## src/hw/sss_pkg.sv

```systemverilog
package sss_pkg;

  // Operating modes of synchronous control.
  typedef enum logic {
    SSS_MODE_COMMAND,
    SSS_MODE_SIGNAL
  } sss_mode_t;

  localparam int SSS_SPEED_W = 16;
  localparam int SSS_PHASE_W = 16;
  localparam int SSS_VOLT_W = 12;

  // Battery threshold in millivolts, and its default code at 1 mV per count.
  localparam int SSS_BATT_THRESH_MV = 2600;
  localparam logic [SSS_VOLT_W-1:0] SSS_BATT_THRESH_CODE = SSS_VOLT_W'(SSS_BATT_THRESH_MV);

  // Cycles after reset release before the battery voltage is sampled.
  localparam int SSS_CLK_HZ = 20_000_000;
  localparam int SSS_BATT_SETTLE_US = 100;
  localparam int SSS_BATT_SETTLE_CYC = (SSS_BATT_SETTLE_US * (SSS_CLK_HZ / 1_000_000));
  localparam int SSS_SETTLE_W = 12;

  localparam logic [SSS_SPEED_W-1:0] SSS_SPEED_ZERO = 16'h0000;

  typedef struct packed {
    logic sync_request;
    logic sync_cancel_request;
    logic phase_sync_request;
    logic chuck_close_req;
    logic sync_start_command;
    logic sync_end_command;
  } sss_seq_req_t;

  typedef struct packed {
    logic [SSS_SPEED_W-1:0] cmd_speed;
    logic [SSS_SPEED_W-1:0] basic_speed;
    logic [SSS_SPEED_W-1:0] sync_speed;
    logic [SSS_PHASE_W-1:0] phase_diff;
    logic phase_aligned;
  } sss_spindle_meas_t;

  typedef struct packed {
    logic sync_mode_active;
    logic speed_sync_done;
    logic phase_sync_done;
    logic chuck_close_ack;
  } sss_sync_stat_t;

  typedef struct packed {
    logic battery_low_flag;
    logic system_error_flag;
    logic servo_alarm_flag;
    logic servo_ready_all;
    logic auto_start_allowed;
  } sss_alarm_stat_t;

endpackage : sss_pkg

```

## src/hw/sss_absdiff.sv

```systemverilog
`timescale 1ns/100ps
module sss_absdiff #(
  parameter int W = 16
) (
  input wire logic [W-1:0] a,
  input wire logic [W-1:0] b,
  output logic [W-1:0] diff
);
  if (W < 2) begin : g_bad_width
    $error("sss_absdiff: width too small");
  end

  always_comb begin
    diff = (a >= b) ? (a - b) : (b - a);
  end
endmodule : sss_absdiff

```

## src/hw/sss_batt_check.sv

```systemverilog
`timescale 1ns/100ps
module sss_batt_check
  import sss_pkg::*;
#(
  parameter int SETTLE_CYC = SSS_BATT_SETTLE_CYC
) (
  input wire logic clk_sys,
  input wire logic srst,
  input wire logic [SSS_VOLT_W-1:0] batt_voltage,
  input wire logic [SSS_VOLT_W-1:0] batt_threshold,
  input wire logic display_reset,
  output logic batt_low
);
  import sss_pkg::*;

  if (SETTLE_CYC < 1 || SETTLE_CYC >= (1 << SSS_SETTLE_W)) begin : g_bad_settle
    $error("sss_batt_check: bad settle");
  end

  logic [SSS_SETTLE_W-1:0] settle_q;
  logic checked_q;

  // The voltage is looked at exactly once per power-up, after a settle time.
  always_ff @(posedge clk_sys) begin
    if (srst) begin
      settle_q <= '0;
      checked_q <= 1'b0;
    end else if (!checked_q) begin
      if (settle_q == SSS_SETTLE_W'(SETTLE_CYC - 1)) begin
        checked_q <= 1'b1;
      end else begin
        settle_q <= settle_q + 1'b1;
      end
    end
  end

  // A display reset clears the flag; it comes back only at the next power-up.
  always_ff @(posedge clk_sys) begin
    if (srst) begin
      batt_low <= 1'b0;
    end else if (!checked_q && settle_q == SSS_SETTLE_W'(SETTLE_CYC - 1)) begin
      batt_low <= (batt_voltage < batt_threshold);
    end else if (display_reset) begin
      batt_low <= 1'b0;
    end
  end
endmodule : sss_batt_check

```

## src/hw/sss_status_flags.sv

```systemverilog
`timescale 1ns/100ps
// Behaviour
// - Command mode: start command sets sync_mode_active.
// - Signal mode: sync_request high sets sync_mode_active.
// - Command mode: end command or cancel request clears sync_mode_active.
// - Signal mode: sync_request low clears sync_mode_active.
// - In sync mode, speed difference within level sets speed_sync_done.
// - Either spindle off commanded speed beyond level clears speed_sync_done.
// - Leaving sync mode clears speed and phase done flags.
// - In phase mode, completed alignment sets phase_sync_done.
// - In phase mode, phase difference beyond level clears phase_sync_done.
// - chuck_close_ack follows chuck_close_req in sync mode, low otherwise.
// - Battery checked at power-up; low voltage sets battery_low_flag.
// - Detector supply faults also set battery_low_flag.
// - Voltage cause clears on display reset; supply causes clear on power cycle.
// - Auto start allowed for battery and detector supply causes, not speed detector.
// - Watchdog or parity error sets system_error_flag until power removal.
// - Servo alarm sets servo_alarm_flag and drops servo_ready_all together.
module sss_status_flags
  import sss_pkg::*;
#(
  parameter int SETTLE_CYC = SSS_BATT_SETTLE_CYC
) (
  input wire logic clk_sys,
  input wire logic srst,
  input wire sss_pkg::sss_mode_t mode,
  input wire sss_pkg::sss_seq_req_t seq_req,
  input wire sss_pkg::sss_spindle_meas_t meas,
  input wire logic [SSS_SPEED_W-1:0] speed_level,
  input wire logic [SSS_PHASE_W-1:0] phase_level,
  input wire logic [SSS_VOLT_W-1:0] batt_voltage,
  input wire logic display_reset,
  input wire logic abs_supply_fault,
  input wire logic speed_det_supply_fault,
  input wire logic watchdog_error,
  input wire logic parity_error,
  input wire logic servo_alarm,
  input wire logic servo_diag_ok,
  output sss_pkg::sss_sync_stat_t sync_stat,
  output sss_pkg::sss_alarm_stat_t alarm_stat
);
  import sss_pkg::*;

  logic sync_q;
  logic sync_d;
  logic speed_done_q;
  logic phase_done_q;
  logic ack_q;
  logic abs_fault_q;
  logic spd_fault_q;
  logic syserr_q;
  logic servo_alarm_q;
  logic ready_q;
  logic auto_ok_q;
  logic batt_flag_q;
  logic batt_volt_low;
  logic [SSS_SPEED_W-1:0] d_bs;
  logic [SSS_SPEED_W-1:0] d_bc;
  logic [SSS_SPEED_W-1:0] d_sc;

  sss_absdiff #(.W(SSS_SPEED_W)) u_diff_bs (
    .a(meas.basic_speed),
    .b(meas.sync_speed),
    .diff(d_bs)
  );

  sss_absdiff #(.W(SSS_SPEED_W)) u_diff_bc (
    .a(meas.basic_speed),
    .b(meas.cmd_speed),
    .diff(d_bc)
  );

  sss_absdiff #(.W(SSS_SPEED_W)) u_diff_sc (
    .a(meas.sync_speed),
    .b(meas.cmd_speed),
    .diff(d_sc)
  );

  sss_batt_check #(.SETTLE_CYC(SETTLE_CYC)) u_batt (
    .clk_sys(clk_sys),
    .srst(srst),
    .batt_voltage(batt_voltage),
    .batt_threshold(SSS_BATT_THRESH_CODE),
    .display_reset(display_reset),
    .batt_low(batt_volt_low)
  );

  // Mode entry and exit; in command mode an end or cancel outranks a start.
  always_comb begin
    sync_d = sync_q;
    case (mode)
      SSS_MODE_COMMAND: begin
        if (seq_req.sync_end_command || seq_req.sync_cancel_request) begin
          sync_d = 1'b0;
        end else if (seq_req.sync_start_command) begin
          sync_d = 1'b1;
        end
      end
      SSS_MODE_SIGNAL: begin
        sync_d = seq_req.sync_request;
      end
      default: begin
        sync_d = 1'b0;
      end
    endcase
  end

  always_ff @(posedge clk_sys) begin
    if (srst) begin
      sync_q <= 1'b0;
    end else begin
      sync_q <= sync_d;
    end
  end

  // Done flags look at the next mode value so they drop in the same cycle as the mode.
  always_ff @(posedge clk_sys) begin
    if (srst) begin
      speed_done_q <= 1'b0;
    end else if (!sync_d) begin
      speed_done_q <= 1'b0;
    end else if (d_bc > speed_level || d_sc > speed_level) begin
      speed_done_q <= 1'b0;
    end else if (d_bs <= speed_level) begin
      speed_done_q <= 1'b1;
    end
  end

  // Phase alignment is only judged while phase synchronization is requested.
  always_ff @(posedge clk_sys) begin
    if (srst) begin
      phase_done_q <= 1'b0;
    end else if (!sync_d) begin
      phase_done_q <= 1'b0;
    end else if (seq_req.phase_sync_request) begin
      if (meas.phase_diff > phase_level) begin
        phase_done_q <= 1'b0;
      end else if (meas.phase_aligned) begin
        phase_done_q <= 1'b1;
      end
    end
  end

  always_ff @(posedge clk_sys) begin
    if (srst) begin
      ack_q <= 1'b0;
    end else begin
      ack_q <= sync_d && seq_req.chuck_close_req;
    end
  end

  // Supply faults latch until power is cycled, even if the fault itself goes away.
  always_ff @(posedge clk_sys) begin
    if (srst) begin
      abs_fault_q <= 1'b0;
      spd_fault_q <= 1'b0;
    end else begin
      abs_fault_q <= abs_fault_q || abs_supply_fault;
      spd_fault_q <= spd_fault_q || speed_det_supply_fault;
    end
  end

  // The speed detector fault blocks automatic start; the other battery causes do not.
  always_ff @(posedge clk_sys) begin
    if (srst) begin
      auto_ok_q <= 1'b0;
    end else begin
      auto_ok_q <= !(spd_fault_q || speed_det_supply_fault);
    end
  end

  always_ff @(posedge clk_sys) begin
    if (srst) begin
      syserr_q <= 1'b0;
    end else begin
      syserr_q <= syserr_q || watchdog_error || parity_error;
    end
  end

  // Ready and alarm flip together in one edge, so the sequence never sees both high.
  always_ff @(posedge clk_sys) begin
    if (srst) begin
      servo_alarm_q <= 1'b0;
      ready_q <= 1'b0;
    end else begin
      servo_alarm_q <= servo_alarm;
      ready_q <= servo_diag_ok && !servo_alarm;
    end
  end

  // The battery flag is its own flip-flop so the output never carries a gate glitch.
  // Raw supply faults and the display reset are folded in so its timing matches the latches.
  always_ff @(posedge clk_sys) begin
    if (srst) begin
      batt_flag_q <= 1'b0;
    end else begin
      batt_flag_q <= (batt_volt_low && !display_reset) || abs_fault_q || spd_fault_q ||
        abs_supply_fault || speed_det_supply_fault;
    end
  end

  always_comb begin
    sync_stat.sync_mode_active = sync_q;
    sync_stat.speed_sync_done = speed_done_q;
    sync_stat.phase_sync_done = phase_done_q;
    sync_stat.chuck_close_ack = ack_q;
    alarm_stat.battery_low_flag = batt_flag_q;
    alarm_stat.system_error_flag = syserr_q;
    alarm_stat.servo_alarm_flag = servo_alarm_q;
    alarm_stat.servo_ready_all = ready_q;
    alarm_stat.auto_start_allowed = auto_ok_q;
  end
endmodule : sss_status_flags

```

## config.mk

```make
export PLATFORM = sky130hd
export DESIGN_NAME = sss_status_flags
export DESIGN_NICKNAME = d
export VERILOG_FILES = /design/src/hw/sss_pkg.sv /design/src/hw/sss_absdiff.sv /design/src/hw/sss_batt_check.sv /design/src/hw/sss_status_flags.sv
export SDC_FILE = /design/constraint.sdc
export NUM_CORES = 1
export LEC_CHECK = 0
export ABC_AREA = 0
export BUFFER_PORTS_ARGS = -buffer_cell sky130_fd_sc_hd__buf_2
export CORE_ASPECT_RATIO = 1.25
export CORE_MARGIN = 10
export CORE_UTILIZATION = 54
export DETAILED_ROUTE_END_ITERATION = 7
export HOLD_SLACK_MARGIN = 0.08
export PLACE_DENSITY = 0.83
export SYNTH_ARGS = -nofsm -noshare
export SYNTH_HDL_FRONTEND = slang
export SYNTH_HIERARCHICAL = 1
export SYNTH_SLANG_ARGS = --single-unit
```

## constraint.sdc

```tcl
create_clock -name clk_sys -period 5 [get_ports clk_sys]
set_clock_uncertainty 0.05 [all_clocks]
set_input_delay 0.75 -clock clk_sys [delete_from_list [all_inputs] [get_ports clk_sys]]
set_output_delay 0.75 -clock clk_sys [all_outputs]
set_load 0.05 [all_outputs]
```

=== After elaboration in Yosys (flattened, before gate mapping) ===
Index checks and enable logic that the tools add are counted.

* Flip-flop bits (word level): 25
* Output and inout bits: 9
* Bits of input ports: 125
* Word-level logic and storage cells: 70

* Bitwise logic cells: 4
* Add/sub/neg operators: 7
* Eq/ne operators: 1
* Reduce and logical (&&, ||, !) cells: 24
* $lt $le $gt $ge: 8
* Multiplexer cells: 12

{| class="wikitable"
|+ Operators with widths
! kind !! count
|-
| 16-bit subtractor || 6
|-
| 16-bit greater-or-equal comparator || 3
|-
| 16-bit greater-than comparator || 3
|-
| 16-bit two-way mux || 3
|-
| 16-bit less-or-equal comparator || 1
|-
| 12-bit by 1-bit adder with 12-bit output, second input constant || 1
|-
| 12-bit by 11-bit == test with 1-bit output, second input constant || 1
|-
| 12-bit < comparator, second input constant || 1
|-
| 1-bit logical OR || 10
|-
| 1-bit two-way mux || 8
|-
| 1-bit logical AND || 4
|-
| 1-bit zero test || 4
|-
| 1-bit inverter || 4
|-
| 2-bit AND reduction || 2
|-
| 2-bit nonzero test || 2
|-
| 3-bit OR reduction || 1
|-
| 1-bit case mux with 2 select lines || 1
|-
| 2-bit OR reduction || 1
|}

=== Depth between registers and ports, before layout ===
Gate-level depths: netlist of the first run.

* Depth in word-level cells: 6
* Depth in mapped cells: 19
* Gate-level depth less buffers: 17

=== Modules after synthesis ===
Netlist of the first run, hierarchy kept.

{| class="wikitable"
|+ Modules (own cells, without submodules)
! module !! cells each !! instances !! sequential area each (um2) !! area each (um2)
|-
| sss_absdiff at u_diff_bs ... || 215 || 2 || 0.0 || 1572.8
|-
| sss_status_flags || 238 || 1 || 220.2 || 1898.1
|-
| sss_absdiff at u_diff_bc || 230 || 1 || 0.0 || 1606.5
|-
| sss_batt_check || 109 || 1 || 280.3 || 933.4
|}

=== Worst setup path before layout of the first run ===
OpenSTA, ideal clock, no wires.

* Path kind: in2reg
* Start: in meas[17] (netlist bit)
* End: reg speed_done_q
* Cell stages on the path: 17
* Path slack: 944 ps
* Required time: 4823 ps
* Library setup time: 127 ps
* Arrival time: 3879 ps
* Buffers on the path: 1
* Cells stage by stage: inv_1 ha_1 fa_1 nand3b_1 a2111oi_1 o31ai_2 o211ai_1 a221oi_4 buf_8 mux2i_1 xnor2_1 ha_1 nand4_1 nor4_1 a21oi_1 a22oi_1 nor4b_2

* Word-level cells in the longest chain between the ends: 5
* Elaborated cells on any way between the ends: 12
* Those cells by class: add/sub: 4; order compare: 4; mux: 2; reduce/logical: 2

{| class="wikitable"
|+ RTL lines
! element !! line !! text
|-
| from (decl) || sss_status_flags.sv:28 || <nowiki>input wire sss_pkg::sss_spindle_meas_t meas,</nowiki>
|-
| 16-bit subtractor / 16-bit greater-or-equal comparator (equally long branches) || sss_absdiff.sv:14 || <nowiki>diff = (a >= b) ? (a - b) : (b - a);</nowiki>
|-
| 16-bit two-way mux (*) || sss_absdiff.sv:14 ||
|-
| net d_sc[14] || sss_status_flags.sv:59 || <nowiki>logic [SSS_SPEED_W-1:0] d_sc;</nowiki>
|-
| 16-bit greater-than comparator (*) || sss_status_flags.sv:122 || <nowiki>end else if (d_bc > speed_level || d_sc > speed_level) begin</nowiki>
|-
| 1-bit logical OR (*) || sss_status_flags.sv:122 ||
|-
| 3-bit OR reduction (no line) (*) || - ||
|-
| to (signal assigned) || sss_status_flags.sv:121 || <nowiki>speed_done_q <= 1'b0;</nowiki>
|-
| to (signal assigned) || sss_status_flags.sv:123 || <nowiki>speed_done_q <= 1'b0;</nowiki>
|-
| to (signal assigned) || sss_status_flags.sv:125 || <nowiki>speed_done_q <= 1'b1;</nowiki>
|-
| to (decl) || sss_status_flags.sv:46 || <nowiki>logic speed_done_q;</nowiki>
|}

Mark *: on every way through the listed nets, which the timed path passes. The rest lies on a longest branch.
A chain may end at the register's enable or synchronous reset.

=== Worst setup path in the final report of the first run ===
* Start: in meas[40] (netlist bit)
* End: reg speed_done_q

* Elaborated cells on any way between the ends: 12
* Those cells by class: add/sub: 4; order compare: 4; mux: 2; reduce/logical: 2

{| class="wikitable"
|+ RTL lines
! element !! line !! text
|-
| 16-bit subtractor / 16-bit greater-or-equal comparator (equally long branches) || sss_absdiff.sv:14 ||
|-
| 16-bit two-way mux (*) || sss_absdiff.sv:14 ||
|-
| net d_bs[15] || sss_status_flags.sv:57 || <nowiki>logic [SSS_SPEED_W-1:0] d_bs;</nowiki>
|-
| 16-bit less-or-equal comparator (*) || sss_status_flags.sv:124 || <nowiki>end else if (d_bs <= speed_level) begin</nowiki>
|}

Marks and branches as above.

==> impl_results.md, run 1 <==
- Status: complete, no violations
- Non-Filler Instances: 1297
- Residual DRC: 0
- Switching pwr: 666 µW
- Design area: 8360 µm²
- Main combinational cell family by area after synthesis: adder cells
- CTS clk-pin slew, worst paths: 0.06 ns
- Largest net degree at the start of global routing: 25
- First-pass GRT wire length: 34800 µm
- Sw Ratio: 47.0%
- Internal: 753 µW
- Synth Flop Type: dfxtp_1
- Total power divided by cell area: 170 nW/µm²
- WP data required: 5.12 ns
- Yosys top cell by area: ha_1
- Register area: 500 µm²
- Filler instances: 1275
- Yosys warns: 6
- Maximum clock rate: 219 MHz
- Post-cts sizing count: 0
- CP max FO: 15
- I/O pins: 134
- Most numerous cell in the Yosys netlist: inv_1
- Placed Area: 8210 µm²
- Initial DRC Count: 529
- Worst slew margin: 32.6%
- IR drop worst, VDD: 219 µV
- Synth Area in Adders: 29.5%
- Post-synth EDFFs: 0
- CP Launch Type: primary input
- Seq/Total Area, Yosys: 6.60%
- Final hold viol count: 0
- Comb power frac: 73.1%
- Total grt overflow: 0
- Multiplexer share of the synthesized area: 5.96%
- Leakage Power: 0.00451 µW
- Synth unique cells: 73
- Number of global-route vias before repair: 7461
- DIE WIDTH: 126 µm
- Synthesized area: 7580 µm²
- Row count: 48
- Area of the multi-input gates: 6170 µm²
- Die area: 19200 µm²
- Max Cap Viol: 0
- Nets: 1422
- CTS tree: done
- Via Count: 7476
- Pre-antenna DRT Iters: 6
- Worst Path Arrival: 4.69 ns
- Synth Register Bits: 25
- Post-synthesis simple-gate area fraction: 15.2%
- Post-synth top area share: 27.9%
- Initial core utilization: 54.9%
- Power share of the clock group: 12.1%
- Number of clock sinks: 25
- Final setup viols: 0
- Worst hold path class: flop to flop
- GPL Wtd Cong: 0.980
- Gr usage total: 20.8%
- Cts bufs inserted: 3
- Root Driver: clkbuf_16
- Post-Synthesis Cells: 1007
- Worst setup path class: primary input to flop
- Setup TNS: 0 ns
- Post-Synth XOR/XNOR Area: 5.54%
- Largest register FFs: 12
- Element type at the critical path end: flop
- Core ar.: 13800 µm²
- Layout cell share with drive strength beyond 1: 16.0%
- Finished Core Util: 60.5%
- Syn Area/Cell: 7.53 µm²
- P&R area growth vs syn: 10.2%
- Max-slew violations: 0
- Compound-Gate Fraction of Synth Area: 24.7%
- Top cells by count, synth: inv_1, ha_1, a21oi_1
- Initial antenna violation count: 1
- Fraction of registers with async set/reset: 0%
- CTS Buffer Depth: 2
- Tcrit/Tclk final: 91.3%
- Placed insts: 1285
- Worst-margin pin slew: 1.01 ns
- Sequential share of power: 14.8%
- Die Ht: 152 µm
- RSZ-0062 raised after global routing: no
- Tmin final: 4.56 ns
- Final WL: 21300 µm
- DP Wirelength: 18300 µm
- Skew-Pair Late Insertion Delay: 0.25 ns
- Top reg by flops: u_batt/settle_q
- I/O Buffers: 133
- Final ANT Viol Nets: 0
- Synth top area cells: ha_1, inv_1, a21oi_1
- Wire length per cell: 16.4 µm
- Vias/cell: 5.76
- # H-tree levels: 1
==> layout make-up <==
class	instances	area share, %
Timing Repair Buffer	142	8.92
Sequential cell	25	5.99
Tap cell	175	2.62
Inverter	171	7.68
Antenna cell	1	0.0299
Multi-Input combinational cell	779	73.8
Clock buffer	4	0.943
==> power by group through the flow <==
stage	clock, µW	sequential (µW)	combinational [µW]
6_report	172	210	1040
3_3_place_gp	0	214	975
5_1_grt	184	211	1160
3_5_place_dp	0	215	1000
4_1_cts	176	210	1010
2_1_floorplan	0	214	765
==> metal layers <==
metal / global-route usage (%) / share of wire, % / vias to the layer above
li1: - / - / 3706
met1: 23.9 / 41 / 3391
met2: 35.8 / 46 / 312
met3: 4.25 / 7.9 / 67
met4: 9.51 / 4.6 / 0
met5: 0 / 0 / -
==> metrics by stage <==
stage / setup slack (ns) / hold WS [ns] / total power, µW
finish: 0.436 / 0.362 / 1420
global route: 0.146 / 0.388 / 1560
CTS: 0.341 / 0.364 / 1400
detailed placement: 0.0936 / 0.356 / 1220
global placement: 0.222 / 0.348 / 1190
floorplan: 0.944 / 0.341 / 979
==> kinds of logic after synthesis <==
family | count (synthesis)
AOI/OAI and AO/OA | 277
xor gates and xnor gates | 48
adders and majority gates | 175
buffers and inverters | 213
DFF | 25
muxes | 45
other | 2
and+or+nand+nor | 222
==> final timing paths <==
kind	startpoint	to	slack [ns]	cells after the start
max	meas[40]	speed_done_q$_SDFFE_PP0P_	0.44	16
min	spd_fault_q$_SDFF_PP0_	auto_ok_q$_SDFF_PP0_	0.36	1
min reg2reg	spd_fault_q$_SDFF_PP0_	auto_ok_q$_SDFF_PP0_	0.36	1
max reg2reg	u_batt/settle_q[0]$_SDFFE_PP0P_	u_batt/settle_q[1]$_SDFFE_PP0P_	3.45	5
==> cell usage in the layout, fill, tap and decap left out, types with 15 or more instances in the layout <==
cell type and count:
a21o_1 21, inv_1 171, o21a_1 15, xnor2_1 27, nand4_1 27, buf_2 133
ha_1 169, o21bai_1 17, dfxtp_1 25, mux2i_1 44, o21ai_0 41, a21oi_1 102
nand3_1 15, nand2_1 58, nor3_1 15, xor2_1 21, nor2_1 54
==> worst max-delay path, cell delays in order <==
cell,delay (ns)
buf_2,0.11
inv_1,0.05
ha_1,0.42
nand2_1,0.18
o21ai_1,0.10
o31ai_2,0.26
o211ai_1,0.17
a221oi_4,0.87
mux2i_1,0.36
xnor2_1,0.16
ha_1,0.27
nand4_1,0.17
nor2_1,0.06
a221oi_1,0.33
a211oi_1,0.16
nor4b_2,0.25
==> repair_timing <==
item,in CTS,in global routing
setup endpoints to repair,0,1
hold buffers,0,0
buffers inserted,0,7
No activity file was read; power rests on OpenSTA's default activity.
==> inputs of run 2 (changes only) <==
CTS_BUF_LIST = sky130_fd_sc_hd__clkbuf_8   (was unset)
==> run 2 against run 1 <==
Net effect:
- count of clock-buffer cells in the layout is 1 lower
- sequential power hardly changed
- routed wire length is 0.15% lower
- first-iteration DRC count is 10% higher
- clock power is 34% lower
- die area stayed put
- sequential share of layout area hardly changed
- core utilization is 0.24 points lower
- global-route usage is 0.071 points lower
- largest cell class unchanged
==> impl_results.md, run 2 (synthesis gave the netlist of run 1 again) <==
- Status: complete, no violations
- Final setup viols: 0
- CP max FO: 15
- Tmin final: 4.54 ns
- Commonest non-fill, non-tap cell in the layout: inv_1
- Layout cell share with drive strength beyond 1: 16.0%
- Min setup slack post-route: 0.457 ns
- Worst Path Arrival: 4.68 ns
- Hold-fix buffers, CTS: 0
- Root Driver: clkbuf_8
- First-pass GRT wire length: 34700 µm
- Via Count: 7506
- Wire length per cell: 16.4 µm
- Worst hold path class: flop to flop
- Worst-margin pin slew: 1.01 ns
- Top reg by flops: u_batt/settle_q
- Row count: 48
- Number of clock sinks: 25
- Final hold viol count: 0
- Total grt overflow: 0
- Pre-antenna DRT Iters: 5
- Most frequent cells in the layout: inv_1, ha_1, buf_2
- Nets: 1422
- WP data required: 5.14 ns
- Max-slew violations: 0
- Core ar.: 13800 µm²
- Leakage Power: 0.00450 µW
- Setup TNS: 0 ns
- CTS tree: done
- # H-tree levels: 1
- CP bufs+invs: 3
- Initial core utilization: 54.9%
- P&R area growth vs syn: 9.80%
- Worst slew margin: 32.9%
- Largest net degree at the start of global routing: 25
- CTS Buffer Depth: 2
- Residual DRC: 0
- CP peak stage delay: 0.52 ns
- Maximum clock rate: 220 MHz
- CTS clk-pin slew, worst paths: 0.08 ns
- Critical-path cell list: buf_2 -> inv_1 -> ha_1 -> nor2b_4 -> o31a_1 -> o21ai_2 -> a21oi_2 -> nor2b_2 -> buf_4 -> mux2i_1 -> xor2_1 -> ha_1 -> nand2_1 -> o21a_1 -> nor2_1 -> a211oi_1 -> a22oi_1 -> nor4b_2
- Cts bufs inserted: 3
- Element type at the critical path end: flop
- Initial DRC Count: 582
- Max Cap Viol: 0
- Skew-Pair Late Insertion Delay: 0.26 ns
- Power Total: 1360 µW
- Largest delay share family, worst path: compound AO/OA/AOI/OAI gates
- Most frequent CP cell: ha_1
- Worst slack, placed: 0.0936 ns
- DP Wirelength: 18300 µm
- Placed insts: 1285
- Slowest CP cell: a211oi_1
- Final WL: 21300 µm
- Largest register FFs: 12
- DIE WIDTH: 126 µm
- Finished Core Util: 60.3%
- Die area: 19200 µm²
- CP Launch Type: primary input
- Final ANT Viol Nets: 0
- GPL Wtd Cong: 0.980
- RSZ-0062 raised after global routing: no
- Non-Filler Instances: 1297
- Die Ht: 152 µm
- Initial antenna violation count: 1
- I/O Buffers: 133
- Total power divided by cell area: 163 nW/µm²
- Number of global-route vias before repair: 7432
- Worst setup path class: primary input to flop
- I/O pins: 134
- Vias/cell: 5.79
- IR drop worst, VDD: 165 µV
- Tcrit/Tclk final: 90.9%
- Gr usage total: 20.7%
==> run 2: cell count changes in the layout (fill, tap and decap cells not counted), sizes merged <==
cell,change
clkbuf,-1
inv,+1
==> run 2: metal layers <==
metal | wire (µm) | GRT usage [%] | part of all wire, %
met5 | 0 | 0 | 0
met1 | 8730 | 24.0 | 41
met3 | 1830 | 4.25 | 8.6
met4 | 966 | 9.34 | 4.5
met2 | 9780 | 35.6 | 46
==> run 2: power by group <==
| group | switching, µW | total, µW | internal (µW) |
|---|---|---|---|
| logic | 599 | 1040 | 437 |
| registers | 4.00 | 210 | 206 |
| clock network | 58.4 | 113 | 54.8 |
| total | 661 | 1360 | 698 |
==> run 2: metrics by stage <==
stage	hold slack, ns	area, µm²
6_report	0.364	8330
5_1_grt	0.392	8320
4_1_cts	0.368	8260
3_5_place_dp	0.356	8210
3_3_place_gp	0.348	8210
2_1_floorplan	0.341	7620
==> run 2: cell type report <==
| type | count | area, µm² |
|---|---|---|
| multi-input cells | 779 | 6170 |
| fillers | 1278 | 5490 |
| repair buffers | 142 | 746 |
| inverters | 171 | 642 |
| flip-flops and latches | 25 | 500 |
| well taps | 175 | 219 |
| clock buffers | 3 | 41.3 |
| clock inverters | 1 | 3.75 |
| diodes | 1 | 2.50 |
==> run 2: final timing paths <==
| check | from | to | slack [ns] | depth (start not counted) |
|---|---|---|---|---|
| max | meas[35] | speed_done_q$_SDFFE_PP0P_ | 0.46 | 18 |
| min reg2reg | spd_fault_q$_SDFF_PP0_ | auto_ok_q$_SDFF_PP0_ | 0.36 | 1 |
| min | spd_fault_q$_SDFF_PP0_ | auto_ok_q$_SDFF_PP0_ | 0.36 | 1 |
| max reg2reg | u_batt/settle_q[0]$_SDFFE_PP0P_ | u_batt/settle_q[1]$_SDFFE_PP0P_ | 3.45 | 5 |
==> run 2: repair_timing <==
| item | CTS | global route |
|---|---|---|
| endpoints found under the setup margin | 0 | 1 |
| buffers inserted | 0 | 7 |
| hold endpoints to repair | 0 | 0 |
| gates resized for setup | 0 | 0 |
==> inputs of run 3 (changes only) <==
SETUP_SLACK_MARGIN = 0.5   (was unset)
==> run 3 against run 2 <==
Net effect:
- via count increased by 0.11%
- hold slack hardly changed
- sequential share of layout area is essentially flat
- non-clock buffer count is 2 lower
- sequential power barely moved
- global-route usage about the same
- cell count is 0.15% lower
- register-to-register slack about the same
- largest power group unchanged
==> impl_results.md, run 3 (synthesis gave the netlist of run 1 again) <==
- P&R area growth vs syn: 10.2%
- Cts bufs inserted: 3
- CP max FO: 15
- Sw Ratio: 48.9%
- Residual DRC: 0
- Total power divided by cell area: 164 nW/µm²
- First-pass GRT wire length: 34700 µm
- Worst hold path class: flop to flop
- Gr usage total: 20.7%
- GPL Wtd Cong: 0.980
- Number of global-route vias before repair: 7443
- Final WL: 21500 µm
- I/O Buffers: 133
- Initial antenna violation count: 1
- Hold-fix buffers, CTS: 0
- Max Cap Viol: 0
- Largest delay share family, worst path: compound AO/OA/AOI/OAI gates
- Layout cell share with drive strength beyond 1: 16.3%
- # H-tree levels: 1
- CTS Buffer Depth: 2
- Initial core utilization: 54.9%
- Status: complete, no violations
- Internal: 703 µW
- Pre-antenna DRT Iters: 6
- Worst setup path class: primary input to flop
- Worst-margin pin slew: 0.541 ns
- Top reg by flops: u_batt/settle_q
- CTS clk-pin slew, worst paths: 0.09 ns
- Total grt overflow: 0
- DP Wirelength: 18300 µm
- Design area: 8360 µm²
- IR drop worst, VDD: 165 µV
- Slowest CP cell: ha_1
- Sequential share of power: 15.3%
- Root Driver: clkbuf_8
- Row count: 48
- Most frequent cells in the layout: inv_1, ha_1, buf_2
- Worst Path Arrival: 4.45 ns
- Power share of the clock group: 8.3%
- CP bufs+invs: 3
- Tcrit/Tclk final: 86.3%
- CP peak stage delay: 0.40 ns
- Final setup viols: 0
- Switching pwr: 672 µW
- Tmin final: 4.31 ns
- Power Total: 1370 µW
- Final ANT Viol Nets: 0
- Die Ht: 152 µm
- RSZ-0062 raised after global routing: no
- Commonest non-fill, non-tap cell in the layout: inv_1
- CP Launch Type: primary input
- Critical-path cell list: buf_2 -> inv_1 -> ha_1 -> nor2b_4 -> o31a_1 -> o21ai_4 -> a21oi_2 -> nor2b_2 -> buf_4 -> mux2i_1 -> xor2_1 -> ha_1 -> nand2_1 -> o21a_1 -> nor2_1 -> a211oi_2 -> a22oi_1 -> nor4b_2
- Max-slew violations: 0
- Skew-Pair Late Insertion Delay: 0.26 ns
- Setup TNS: 0 ns
- Placed insts: 1285
- Die area: 19200 µm²
- Comb power frac: 76.5%
- Wire length per cell: 16.6 µm
- Element type at the critical path end: flop
- DIE WIDTH: 126 µm
- CTS tree: done
- Vias/cell: 5.80
- Worst slew margin: 63.9%
- Core ar.: 13800 µm²
- Nets: 1420
- Non-Filler Instances: 1295
- Number of clock sinks: 25
- Final hold viol count: 0
- Most frequent CP cell: ha_1
- Maximum clock rate: 232 MHz
- Largest net degree at the start of global routing: 25
- Initial DRC Count: 484
- WP data required: 5.14 ns
- I/O pins: 134
- Via Count: 7514
- Placed Area: 8210 µm²
- Leakage Power: 0.00450 µW
- Largest register FFs: 12
run 3: cell types whose count changed in the layout (fill, tap and decap cells not counted), sizes merged:
cell  delta
buf      -2
run 3: timing repair:
item,in CTS,in global routing
gates resized for setup,0,7
buffers inserted,2,3
setup endpoints to repair,1,1
pin swaps,1,1
run 3: stage by stage:
stage	hold slack (ns)	util, %	setup slack, ns
after CTS	0.368	60.0	0.522
after global routing	0.392	60.5	0.493
after floorplan	0.341	-	0.944
final	0.364	60.5	0.687
after global placement	0.348	59.5	0.222
after detailed placement	0.356	59.5	0.0936
run 3: area by class of cell:
type	instances	area, µm²
repair buffers	140	743
flip-flops and latches	25	500
multi-input cells	779	6210
clock inverters	1	3.75
inverters	171	642
well taps	175	219
clock buffers	3	41.3
diodes	1	2.50
fillers	1269	5460
run 3: power by group through the flow:
stage / Sequential (µW) / Combinational (µW) / Clock (µW)
finish: 210 / 1050 / 114
global route: 211 / 1170 / 126
CTS: 210 / 1010 / 117
detailed placement: 215 / 1000 / 0
global placement: 214 / 975 / 0
floorplan: 214 / 765 / 0
run 3: metal layers:
layer | vias to the layer above | part of all wire (%) | GRT usage (%)
met5 | - | 0 | 0
met1 | 3425 | 42 | 23.9
met4 | 0 | 4.6 | 9.34
li1 | 3701 | - | -
met3 | 68 | 7.5 | 4.25
met2 | 320 | 46 | 35.6
run 3: worst paths after layout:
| check | from | to | slack (ns) | depth (start not counted) |
|---|---|---|---|---|
| worst max-delay path | meas[35] | speed_done_q$_SDFFE_PP0P_ | 0.69 | 18 |
| worst min-delay path | spd_fault_q$_SDFF_PP0_ | auto_ok_q$_SDFF_PP0_ | 0.36 | 1 |
| worst max register to register | u_batt/settle_q[0]$_SDFFE_PP0P_ | u_batt/settle_q[1]$_SDFFE_PP0P_ | 3.45 | 5 |
| worst min register to register | spd_fault_q$_SDFF_PP0_ | auto_ok_q$_SDFF_PP0_ | 0.36 | 1 |
